--- src/logic/imc_map.svh ---
// offsets, field positions, reset values and timing counts of the init config register
// Summary of operation
// [RQ1] writes accepted only in initialization mode
// [RQ2] frame: address/parity byte, then data byte
// [RQ3] all data bits reset to zero
// [RQ4] b7 set: low power needs random code
// [RQ5] b6 clear: master sends parity bit zero
// [RQ6] b6 set: parity bit checked on writes
// [RQ7] b5 clear: interrupt is low pulse
// [RQ8] b5 set: interrupt is steady low level
// [RQ9] b4 picks 100 us or 25 us
// [RQ10] b3 set: pulse at half watchdog, reprogramming
// [RQ11] code 0xx disables resistor check
// [RQ12] code 100: highest resistor, variant three
// [RQ13] code 101: middle resistor, variant two
// [RQ14] code 110: lowest resistor, variant one
`ifndef IMC_MAP_SVH
`define IMC_MAP_SVH

// frame layout
`define IMC_FRAME_BITS 5'h10
`define IMC_CMD_WRITE 2'h1
`define IMC_CMD_READ 2'h0
`define IMC_REG_ADDR 5'h08
`define IMC_READ_HDR 8'h00
`define IMC_PARITY_ODD 1'b1

// data field positions
`define IMC_B_LP_CODE 7
`define IMC_B_PARITY 6
`define IMC_B_INT_LEVEL 5
`define IMC_B_INT_SHORT 4
`define IMC_B_INT_FLASH 3
`define IMC_B_RES_MSB 2
`define IMC_CFG_RESET 8'h00

// resistor check codes
`define IMC_RES_HIGH 3'h4
`define IMC_RES_MID 3'h5
`define IMC_RES_LOW 3'h6

// interrupt pulse timing
`define IMC_CLK_MHZ 25
`define IMC_INT_LONG_US 100
`define IMC_INT_SHORT_US 25
`define IMC_INT_LONG_CYC (`IMC_INT_LONG_US * `IMC_CLK_MHZ)
`define IMC_INT_SHORT_CYC (`IMC_INT_SHORT_US * `IMC_CLK_MHZ)

`endif

--- src/logic/imc_pkg.sv ---
// types of the init config register block
package imc_pkg;

	typedef struct packed {
		logic lowpower_entry_code_enable;
		logic parity_enable;
		logic int_level;
		logic int_short;
		logic int_flash;
		logic [2:0] res_code;
	} imc_cfg_t;

	typedef struct packed {
		logic [1:0] cmd;
		logic [4:0] addr;
		logic parity;
		imc_cfg_t data;
	} imc_frame_t;

	typedef enum logic [2:0] {
		SAFE_VARIANT_NONE = 3'h0,
		SAFE_VARIANT_ONE = 3'h1,
		SAFE_VARIANT_TWO = 3'h2,
		SAFE_VARIANT_THREE = 3'h4
	} imc_safe_t;

	typedef enum logic [2:0] {
		SPI_IDLE = 3'h1,
		SPI_SHIFT = 3'h2,
		SPI_EVAL = 3'h4
	} imc_spi_state_t;

endpackage : imc_pkg

--- src/logic/imc_pulse.sv ---
// fixed-length pulse timer, ignores start while busy
`timescale 1ns/1ps
module imc_pulse (
	// clock and reset
	input wire logic clk_i,
	input wire logic resetn_i,
	// control
	input wire logic start_i,
	input wire logic [11:0] len_i,
	// status
	output logic active_o
);
	logic [11:0] cnt_q;

	always_ff @(posedge clk_i) begin
		if (!resetn_i) begin
			cnt_q <= 12'h000;
		end else if (start_i && cnt_q == 12'h000) begin
			cnt_q <= len_i;
		end else if (cnt_q != 12'h000) begin
			cnt_q <= cnt_q - 12'h001;
		end
	end

	assign active_o = (cnt_q != 12'h000);

endmodule : imc_pulse

--- src/logic/imc_top.sv ---
// init config register with serial write port, interrupt pin and decode
`timescale 1ns/1ps
`include "imc_map.svh"
module imc_top (
	// clock and reset
	input wire logic clk_i,
	input wire logic resetn_i,
	// serial port
	input wire logic spi_sclk_i,
	input wire logic spi_cs_n_i,
	input wire logic spi_mosi_i,
	output logic spi_miso_o,
	output logic spi_miso_oe_o,
	output logic spi_err_o,
	// device mode
	input wire logic mode_init_i,
	input wire logic mode_reprog_i,
	// low power entry
	input wire logic lp_req_i,
	input wire logic lp_sel_on_i,
	input wire logic [2:0] lp_code_i,
	input wire logic [2:0] lp_random_i,
	output logic lowpower_regulator_off_o,
	output logic lowpower_regulator_on_o,
	output logic lp_reject_o,
	// interrupt
	input wire logic int_req_i,
	input wire logic wd_half_i,
	input wire logic int_ack_i,
	output logic int_n_o,
	// resistor check
	output logic res_check_en_o,
	output imc_pkg::imc_safe_t safe_variant_o,
	// configuration
	output imc_pkg::imc_cfg_t cfg_o
);
	import imc_pkg::*;

	imc_cfg_t cfg_q;
	imc_spi_state_t st_q;
	logic sclk_q;
	logic cs_n_q;
	logic [15:0] rx_q;
	logic [15:0] tx_q;
	logic [4:0] cnt_q;
	imc_frame_t frame;
	logic sclk_rise;
	logic sclk_fall;
	logic cs_start;
	logic cs_end;
	logic len_ok;
	logic frame_wr;
	logic par_ok;
	logic wr_ok;
	logic err_q;
	logic lp_ok;
	logic lp_off_q;
	logic lp_on_q;
	logic lp_rej_q;
	logic int_event;
	logic pulse_start;
	logic pulse_act;
	logic int_lvl_q;
	logic int_n_q;
	logic [11:0] pulse_len;
	logic res_en_q;
	imc_safe_t safe_q;

	// serial edge detection
	assign sclk_rise = spi_sclk_i & ~sclk_q;
	assign sclk_fall = ~spi_sclk_i & sclk_q;
	assign cs_start = cs_n_q & ~spi_cs_n_i;
	assign cs_end = ~cs_n_q & spi_cs_n_i;

	always_ff @(posedge clk_i) begin
		if (!resetn_i) begin
			sclk_q <= 1'b0;
			cs_n_q <= 1'b1;
		end else begin
			sclk_q <= spi_sclk_i;
			cs_n_q <= spi_cs_n_i;
		end
	end

	// frame sequencer
	always_ff @(posedge clk_i) begin
		if (!resetn_i) begin
			st_q <= SPI_IDLE;
		end else begin
			case (st_q)
				SPI_IDLE: begin
					if (cs_start) begin
						st_q <= SPI_SHIFT;
					end
				end
				SPI_SHIFT: begin
					if (cs_end) begin
						st_q <= SPI_EVAL;
					end
				end
				SPI_EVAL: begin
					st_q <= SPI_IDLE;
				end
				default: begin
					st_q <= SPI_IDLE;
				end
			endcase
		end
	end

	// receive shifter, msb first on rising clock
	always_ff @(posedge clk_i) begin
		if (!resetn_i) begin
			rx_q <= 16'h0000;
			cnt_q <= 5'h00;
		end else if (st_q == SPI_IDLE && cs_start) begin
			rx_q <= 16'h0000;
			cnt_q <= 5'h00;
		end else if (st_q == SPI_SHIFT && sclk_rise) begin
			rx_q <= {rx_q[14:0], spi_mosi_i};
			if (cnt_q != 5'h1f) begin
				cnt_q <= cnt_q + 5'h01;
			end
		end
	end

	// read answer: header byte then register, shifted out on falling clock
	always_ff @(posedge clk_i) begin
		if (!resetn_i) begin
			tx_q <= 16'h0000;
		end else if (st_q == SPI_IDLE && cs_start) begin
			tx_q <= {`IMC_READ_HDR, cfg_q};
		end else if (st_q == SPI_SHIFT && sclk_fall) begin
			tx_q <= {tx_q[14:0], 1'b0};
		end
	end

	assign spi_miso_o = tx_q[15];
	assign spi_miso_oe_o = ~spi_cs_n_i;

	// frame decode
	assign frame = imc_frame_t'(rx_q);
	assign len_ok = (cnt_q == `IMC_FRAME_BITS); // RQ2
	assign frame_wr = len_ok && frame.cmd == `IMC_CMD_WRITE
		&& frame.addr == `IMC_REG_ADDR; // RQ2
	// parity bit ignored while checking is off
	assign par_ok = !cfg_q.parity_enable || ((^rx_q) == `IMC_PARITY_ODD); // RQ6
	assign wr_ok = (st_q == SPI_EVAL) && frame_wr && par_ok && mode_init_i; // RQ1

	// configuration register
	always_ff @(posedge clk_i) begin
		if (!resetn_i) begin
			cfg_q <= imc_cfg_t'(`IMC_CFG_RESET); // RQ3
		end else if (wr_ok) begin
			cfg_q <= frame.data; // RQ1
		end
	end

	assign cfg_o = cfg_q;

	// frame error: bad length or bad parity on our address
	always_ff @(posedge clk_i) begin
		if (!resetn_i) begin
			err_q <= 1'b0;
		end else begin
			err_q <= (st_q == SPI_EVAL) && (!len_ok || (frame_wr && !par_ok)); // RQ6
		end
	end

	assign spi_err_o = err_q;

	// low power entry gate
	assign lp_ok = !cfg_q.lowpower_entry_code_enable || (lp_code_i == lp_random_i); // RQ4

	always_ff @(posedge clk_i) begin
		if (!resetn_i) begin
			lp_off_q <= 1'b0;
			lp_on_q <= 1'b0;
			lp_rej_q <= 1'b0;
		end else begin
			lp_off_q <= lp_req_i && lp_ok && !lp_sel_on_i; // RQ4
			lp_on_q <= lp_req_i && lp_ok && lp_sel_on_i; // RQ4
			lp_rej_q <= lp_req_i && !lp_ok;
		end
	end

	assign lowpower_regulator_off_o = lp_off_q;
	assign lowpower_regulator_on_o = lp_on_q;
	assign lp_reject_o = lp_rej_q;

	// interrupt source and shape
	assign int_event = int_req_i
		|| (wd_half_i && cfg_q.int_flash && mode_reprog_i); // RQ10
	assign pulse_start = int_event && !cfg_q.int_level; // RQ7
	assign pulse_len = cfg_q.int_short ? 12'(`IMC_INT_SHORT_CYC)
		: 12'(`IMC_INT_LONG_CYC); // RQ9

	imc_pulse u_int_pulse (
		.clk_i(clk_i),
		.resetn_i(resetn_i),
		.start_i(pulse_start),
		.len_i(pulse_len),
		.active_o(pulse_act)
	);

	// level hold, event beats acknowledge
	always_ff @(posedge clk_i) begin
		if (!resetn_i) begin
			int_lvl_q <= 1'b0;
		end else if (int_event && cfg_q.int_level) begin
			int_lvl_q <= 1'b1; // RQ8
		end else if (int_ack_i || !cfg_q.int_level) begin
			int_lvl_q <= 1'b0;
		end
	end

	always_ff @(posedge clk_i) begin
		if (!resetn_i) begin
			int_n_q <= 1'b1;
		end else begin
			int_n_q <= ~(pulse_act | int_lvl_q); // RQ7 RQ8
		end
	end

	assign int_n_o = int_n_q;

	// resistor check decode
	always_ff @(posedge clk_i) begin
		if (!resetn_i) begin
			res_en_q <= 1'b0;
			safe_q <= SAFE_VARIANT_NONE;
		end else begin
			case (cfg_q.res_code)
				`IMC_RES_HIGH: begin
					res_en_q <= 1'b1;
					safe_q <= SAFE_VARIANT_THREE; // RQ12
				end
				`IMC_RES_MID: begin
					res_en_q <= 1'b1;
					safe_q <= SAFE_VARIANT_TWO; // RQ13
				end
				`IMC_RES_LOW: begin
					res_en_q <= 1'b1;
					safe_q <= SAFE_VARIANT_ONE; // RQ14
				end
				default: begin
					res_en_q <= 1'b0; // RQ11
					safe_q <= SAFE_VARIANT_NONE;
				end
			endcase
		end
	end

	assign res_check_en_o = res_en_q;
	assign safe_variant_o = safe_q;

	// helper: low time of the pin and mode at its fall
	logic [12:0] low_cnt_q;
	logic fall_level_q;
	logic [11:0] fall_len_q;

	always_ff @(posedge clk_i) begin
		if (!resetn_i) begin
			low_cnt_q <= 13'h0000;
			fall_level_q <= 1'b0;
			fall_len_q <= 12'h000;
		end else if (!int_n_q) begin
			if (low_cnt_q != 13'h1fff) begin
				low_cnt_q <= low_cnt_q + 13'h0001;
			end
		end else begin
			low_cnt_q <= 13'h0000;
			fall_level_q <= cfg_q.int_level;
			fall_len_q <= pulse_len;
		end
	end

	chk_write_init: assert property (@(posedge clk_i) disable iff (!resetn_i) // RQ1
		!mode_init_i |=> $stable(cfg_q))
		else $error("config changed outside init mode");

	chk_frame_len: assert property (@(posedge clk_i) disable iff (!resetn_i) // RQ2
		(st_q == SPI_EVAL && cnt_q != `IMC_FRAME_BITS) |=> $stable(cfg_q))
		else $error("config written by short or long frame");

	chk_reset_zero: assert property (@(posedge clk_i) // RQ3
		!resetn_i |=> cfg_q == imc_cfg_t'(`IMC_CFG_RESET))
		else $error("config not zero after reset");

	chk_lp_code: assert property (@(posedge clk_i) disable iff (!resetn_i) // RQ4
		(lowpower_regulator_off_o || lowpower_regulator_on_o)
		|-> $past(!cfg_q.lowpower_entry_code_enable || lp_code_i == lp_random_i))
		else $error("low power entered without code");

	chk_parity_bad: assert property (@(posedge clk_i) disable iff (!resetn_i) // RQ6
		(st_q == SPI_EVAL && frame_wr && cfg_q.parity_enable
		&& (^rx_q) != `IMC_PARITY_ODD) |=> $stable(cfg_q) ##0 spi_err_o)
		else $error("bad parity write not refused");

	chk_pulse_len: assert property (@(posedge clk_i) disable iff (!resetn_i) // RQ7 RQ9
		($rose(int_n_o) && !fall_level_q && $past(!pulse_act))
		|-> low_cnt_q == {1'b0, fall_len_q})
		else $error("interrupt pulse length wrong");

	chk_level_hold: assert property (@(posedge clk_i) disable iff (!resetn_i) // RQ8
		(int_lvl_q && cfg_q.int_level && !int_ack_i) |=> ##1 !int_n_o)
		else $error("level interrupt released without ack");

	chk_flash_int: assert property (@(posedge clk_i) disable iff (!resetn_i) // RQ10
		(wd_half_i && cfg_q.int_flash && mode_reprog_i) |-> ##2 !int_n_o)
		else $error("no interrupt at half watchdog period");

	chk_res_off: assert property (@(posedge clk_i) disable iff (!resetn_i) // RQ11
		!cfg_q.res_code[`IMC_B_RES_MSB] |=> !res_check_en_o
		&& safe_variant_o == SAFE_VARIANT_NONE)
		else $error("resistor check on for code 0xx");

	chk_res_three: assert property (@(posedge clk_i) disable iff (!resetn_i) // RQ12
		cfg_q.res_code == `IMC_RES_HIGH |=> res_check_en_o
		&& safe_variant_o == SAFE_VARIANT_THREE)
		else $error("code 100 decode wrong");

	chk_res_two: assert property (@(posedge clk_i) disable iff (!resetn_i) // RQ13
		cfg_q.res_code == `IMC_RES_MID |=> res_check_en_o
		&& safe_variant_o == SAFE_VARIANT_TWO)
		else $error("code 101 decode wrong");

	chk_res_one: assert property (@(posedge clk_i) disable iff (!resetn_i) // RQ14
		cfg_q.res_code == `IMC_RES_LOW |=> res_check_en_o
		&& safe_variant_o == SAFE_VARIANT_ONE)
		else $error("code 110 decode wrong");

endmodule : imc_top

--- config.mk ---
export PLATFORM = sky130hd
export DESIGN_NAME = imc_top
export DESIGN_NICKNAME = d
export VERILOG_FILES = /design/src/logic/imc_pkg.sv /design/src/logic/imc_pulse.sv /design/src/logic/imc_top.sv
export VERILOG_INCLUDE_DIRS = /design/src /design/src/logic
export SDC_FILE = /design/constraint.sdc
export NUM_CORES = 1
export LEC_CHECK = 0
export ABC_AREA = 0
export BUFFER_PORTS_ARGS = -buffer_cell sky130_fd_sc_hd__buf_2
export CAP_MARGIN = 20
export CORE_UTILIZATION = 60
export CTS_BUF_LIST = sky130_fd_sc_hd__clkbuf_8
export DETAILED_ROUTE_END_ITERATION = 6
export PLACE_DENSITY = 0.81
export SLEW_MARGIN = 20
export SYNTH_ARGS = -nofsm -noshare
export SYNTH_HDL_FRONTEND = slang
export SYNTH_SLANG_ARGS = --single-unit
--- constraint.sdc ---
create_clock -name clk_i -period 2.5 [get_ports clk_i]
set_clock_uncertainty 0.2 [all_clocks]
set_input_delay 0.125 -clock clk_i [delete_from_list [all_inputs] [get_ports clk_i]]
set_output_delay 0.125 -clock clk_i [all_outputs]
set_load 0.02 [all_outputs]
# Word-level counts from Yosys, hierarchy flattened
# Index checks and enable logic that the tools add are counted.
[word_totals]
word_cells = 101
ff_bits = 72
output_inout_bits = 19
[op_classes]
n_bitwise = 11
eq_ne = 13
reduce_logical = 41
n_mux = 12
add_sub_neg = 2
[ops]
columns = ["op", "n"]
rows = [
  ["2-to-1 mux 12 bit", 3],
  ["logical AND 1 bit", 19],
  ["2-to-1 mux 8 bit", 2],
  ["XOR reduction 16 bit", 1],
  ["== test 3 bit (second input constant)", 4],
  ["zero test 12 bit", 1],
  ["nonzero test 12 bit", 1],
  ["subtractor 12 x 1 -> 12 bit (second input constant)", 1],
  ["case mux 3 bit (3 select lines)", 1],
  ["zero test 1 bit", 7],
  ["2-to-1 mux 3 bit", 2],
  ["NOT 1 bit", 6],
  ["case mux 3 bit (2 select lines)", 1],
  ["nonzero test 2 bit", 3],
  ["adder 5 x 1 -> 5 bit (second input constant)", 1],
  ["== test 5 x 4 -> 1 bit (second input constant)", 1],
  ["== test 5 bit (second input constant)", 1],
  ["logical OR 1 bit", 5],
  ["!= test 5 bit (second input constant)", 1],
  ["AND 1 bit", 4],
  ["!= test 2 bit (second input constant)", 2],
  ["AND reduction 2 bit", 2],
  ["== test 3 x 1 -> 1 bit (second input constant)", 1],
  ["== test 3 x 2 -> 1 bit (second input constant)", 1],
  ["other kinds (6)", 8],
]

# Longest topological paths before layout
[logic_depth]
word_depth = 6
depth_mapped = 9

# Cells and area by module
# Synthesis repeated with hierarchy kept, for this count alone.
[unflattened]
hier_cells = 369
area_unflattened_um2 = 3413.3
[by_module_without_submodules]
columns = ["mod", "area_each_um2", "n_inst", "cells_each", "seq_area_each_um2"]
rows = [
  ["imc_top", 2686.3, 1, 281, 1201.2],
  ["imc_pulse", 726.9, 1, 88, 240.2],
]

# Least setup slack after synthesis
# No wires, ideal clock.
[synth_path]
path_type = "flip-flop to flip-flop"
from = "register cnt_q[0]"
to = "register cnt_q[3]"
path_stages_with_launch = 8
arrival_ns = 1.881
period_less_slack_ns = 2.208
setup_time_ns = 0.128
setup_slack_ns = 0.292
cell_sequence = "dfxtp_1 > ha_1 > and3_1 > ha_1 > nor4_1 > nand4_1 > xor2_1 > nor2_1"
[synth_via]
elab_chain_cells = 2
elab_cells_between_ends = 3
[synth_lines]
columns = ["element", "line_no", "rtl"]
rows = [
  ["from (decl)", "imc_top.sv:45", "logic [4:0] cnt_q;"],
  ["from (signal assigned)", "imc_top.sv:122", "cnt_q <= cnt_q + 5'h01;"],
  ["branches (longest 2 deep; another with adder 5 x 1 -> 5 bit)", "-", ""],
]
# Parallel ways; which one is timed is not known.
# A chain may end at the register's enable or synchronous reset.

# Worst setup path after layout
[layout_path]
from = "register rx_q[15], in the netlist frame[15]"
to = "register cfg_q (netlist bit cfg_o[3])"
[layout_via]
elab_chain_cells = 6
elab_cells_between_ends = 8
[layout_lines]
columns = ["element", "line_no", "rtl"]
rows = [
  ["from (decl)", "imc_top.sv:43", "logic [15:0] rx_q;"],
  ["from (signal assigned)", "imc_top.sv:120", "rx_q <= {rx_q[14:0], spi_mosi_i};"],
  ["== test 2 x 1 -> 1 bit (no source line)", "-", ""],
  ["logical AND 1 bit (no source line) (2 in a row)", "-", ""],
  ["logical AND 1 bit", "imc_top.sv:148", "assign wr_ok = (st_q == SPI_EVAL) && frame_wr && par_ok && mode_init_i;"],
  ["logical AND 1 bit * (2 in a row)", "imc_top.sv:148", ""],
  ["to (signal assigned)", "imc_top.sv:153", "cfg_q <= imc_cfg_t'(`IMC_CFG_RESET);"],
  ["to (signal assigned)", "imc_top.sv:155", "cfg_q <= frame.data;"],
  ["to (decl)", "imc_top.sv:39", "imc_cfg_t cfg_q;"],
]
# Mark *: on every way between the ends. The rest lies on a longest branch, timed or not.

==> metrics.yaml <==
outcome: "completed"
maxCapViolations: 0
reg2reg_slack_ns: 0.26
wl_um: 6709
synth-edff-count: 0
cts.clk_slew.worst_paths_ns: 0.07
gp_congestion: 0.8222
grt_pass1_wl_um: 11620
synthArstFlopShare_pct: 0
setup_slack_ns: 0.2590
finalSetupViolations: 0
critical_path_class: "reg -> reg"
rsz0062_at_grt: "no"
ios: 37
reg2regPathDepth: 6
grt_pass1_vias: 2554
reg2reg_from: "frame[15]"
antenna_found_initial: 0
ys_seq_area_share_pct: 43.55
cts_inserted_buffers: 9
postCtsSetupRepairBufs: 0
drc: 0
holdPathStages: 4
area_growth_pct: 14.78
vias_per_cell: 5.683
cp.arrival_ns: 2.27
crit_fanout: 16
seq_power_share_pct: 47.1
final_common_cell: "dfxtp_1"
die_y_um: 76.27
slew_viol_final: 0
ant_nets: 0
synth_area_per_cell_um2: 9.244
leakage_nw: 1.718
synth_fp_nets: 382
initial_core_util_pct: 63.58
clkLatencyLatePin_ns: 0.35
worstMarginPinSlew_ns: 0.5433
core_um2: 5205
synthFlopType: "dfxtp_1"
antennaDiodeCount: 0
startpoint: "frame[15]"
power_frac_clock_pct: 26.6
min_period_ns: 2.241
cp.required_ns: 2.53
dpl_worst_slack_ns: 0.2939
fp.dieW_um: 76.27
end_kind: "flip-flop"
p_switching_mw: 0.9296
clock_sinks: 72
synthTopCellsByArea: "dfxtp_1, mux2i_1, nor2_1"
nets: 428
root_buffer: "clkbuf_8"
io_buffers: 36
synthCells: 358
yosys_register_bits: 72
post_cts_resized: 0
tns_ns: 0
cts_max_path_buffers: 2
htreeDepth: 3
fp-row-count: 26
layout_common_cells: "dfxtp_1, nor2_1, buf_2, mux2i_1, nand2_1"
slew_headroom_pct: 63.73
synth_top_area_share_pct: 43.55
vias: 2711
fin_crit_sh_pct: 89.64
grt.total_usage_pct: 25.26
p_sw_share_pct: 32.44
p_comb_share_pct: 26.4
endpoint: "cfg_o[3]"
ys_types: 51
hp-class: "in -> reg"
fmax_ghz: 0.4462
powerDensity_nw_per_um2: 754.3
cts_tree: "built"
dp_hpwl_um: 4493
postCtsHoldBufs: 10
r2r-end: "cfg_o[3]"
internal_power_mw: 1.936
hold_viol: 0
yosysTopAreaCell: "dfxtp_1"
die-area_um2: 5816
ir_drop_uv: 465.4
dr.pass1.iters: 4
start_kind: "flip-flop"
layout-drive-gt1-share_pct: 15.97
first_iter_violations: 145
syn_area_um2: 3309
wire_per_inst_um: 14.06
grt_overflow: 0
grt_max_degree: 30
synth-warning-count: 0
-- per-layer routing --
metal	GRT usage (%)	routed length, um
met1	29.95	3049
met2	43.87	3357
met3	3.952	156
met4	13.27	146
met5	0	0
-- Yosys cell counts, types with 2 or more instances --
library cell,number
inv_1,11
nor2_1,50
clkbuf_1,10
o311ai_1,3
nand3_1,5
nand3b_1,8
a31oi_1,10
nor4_1,2
nand4_1,11
a2bb2oi_1,2
xor2_1,7
buf_1,2
o21ai_0,13
dfxtp_1,72
nand2_1,24
a211oi_1,7
and4bb_2,2
xnor3_1,2
o311ai_0,3
a21oi_1,12
ha_1,6
o31ai_1,2
or4b_1,2
nand2b_1,3
xnor2_1,10
mux2_2,2
nor3_1,10
buf_6,2
mux2i_1,33
nor3b_1,3
or3_1,3
and2_1,3
buf_2,5
-- power by group through the flow --
stage	combinational (mW)	clock, mW	sequential (mW)
floorplan	0.561	0	1.36
global placement	0.706	0	1.37
detailed placement	0.736	0	1.37
CTS	0.749	0.772	1.35
global route	0.837	0.815	1.37
finish	0.755	0.762	1.35
-- metrics by stage --
| stage | instances | hold slack (ns) | util [%] | instance area [um2] | total power [mW] |
|---|---|---|---|---|---|
| 2_1_floorplan | 358 | -0.002617 | - | 3309 | 1.918 |
| 3_3_place_gp | 453 | 0.09935 | 68.10 | 3545 | 2.072 |
| 3_5_place_dp | 453 | 0.1027 | 68.10 | 3545 | 2.106 |
| 4_1_cts | 477 | 0.01192 | 72.98 | 3799 | 2.867 |
| 5_1_grt | 477 | 0.04584 | 72.98 | 3799 | 3.019 |
| 6_report | 477 | 0.01070 | 72.98 | 3799 | 2.865 |
-- worst min-delay path by stage --
stage              startpoint  slack [ns]                        to
6_report       lp_random_i[2]        0.01               lp_reject_o
5_1_grt        lp_random_i[2]        0.05               lp_reject_o
4_1_cts        lp_random_i[2]        0.01               lp_reject_o
3_5_place_dp      lp_sel_on_i        0.10  lowpower_regulator_off_o
3_3_place_gp      lp_sel_on_i         0.1  lowpower_regulator_off_o
2_1_floorplan     lp_sel_on_i      -0.003  lowpower_regulator_off_o
-- final cells by class --
type	count	area, um2
Sequential cell	72	1441
Inverter	12	45.04
Fill cell	402	1406
Clock inverter	4	16.27
Timing Repair Buffer	54	340.3
Tap cell	70	87.58
Multi-Input combinational cell	255	1730
Clock buffer	10	137.6
-- registers in the layout, summed over array words and instances (netlist names) --
| name | flops |
|---|---|
| cnt_q | 5 |
| lp_reject_o | 1 |
| int_n_o | 1 |
| tx_q | 16 |
| cs_n_q | 1 |
| lowpower_regulator_on_o | 1 |
| frame | 16 |
| spi_err_o | 1 |
| sclk_q | 1 |
| st_q | 3 |
| cfg_o | 8 |
| safe_variant_o | 3 |
| lowpower_regulator_off_o | 1 |
| u_int_pulse.cnt_q | 12 |
| res_check_en_o | 1 |
| int_lvl_q | 1 |
-- critical path: stages, from the launching register on --
cell      delay (ns)
dfxtp_1         0.33
inv_1           0.05
ha_1            0.28
xnor2_1         0.14
xnor2_1         0.21
xnor3_2         0.52
o311ai_0        0.40
-- kinds of logic (layout without fill, tap and decap cells) --
group	Yosys count	in the layout	share of synthesized area [%]
simple gates	136	136	21.25
fa+ha+maj	6	6	2.268
mux	35	35	10.66
xor+xnor	20	20	6.578
buf+inv	31	80	4.159
flops	72	72	43.55
compound gates	58	58	11.53
(Power assumes the default switching activity.)
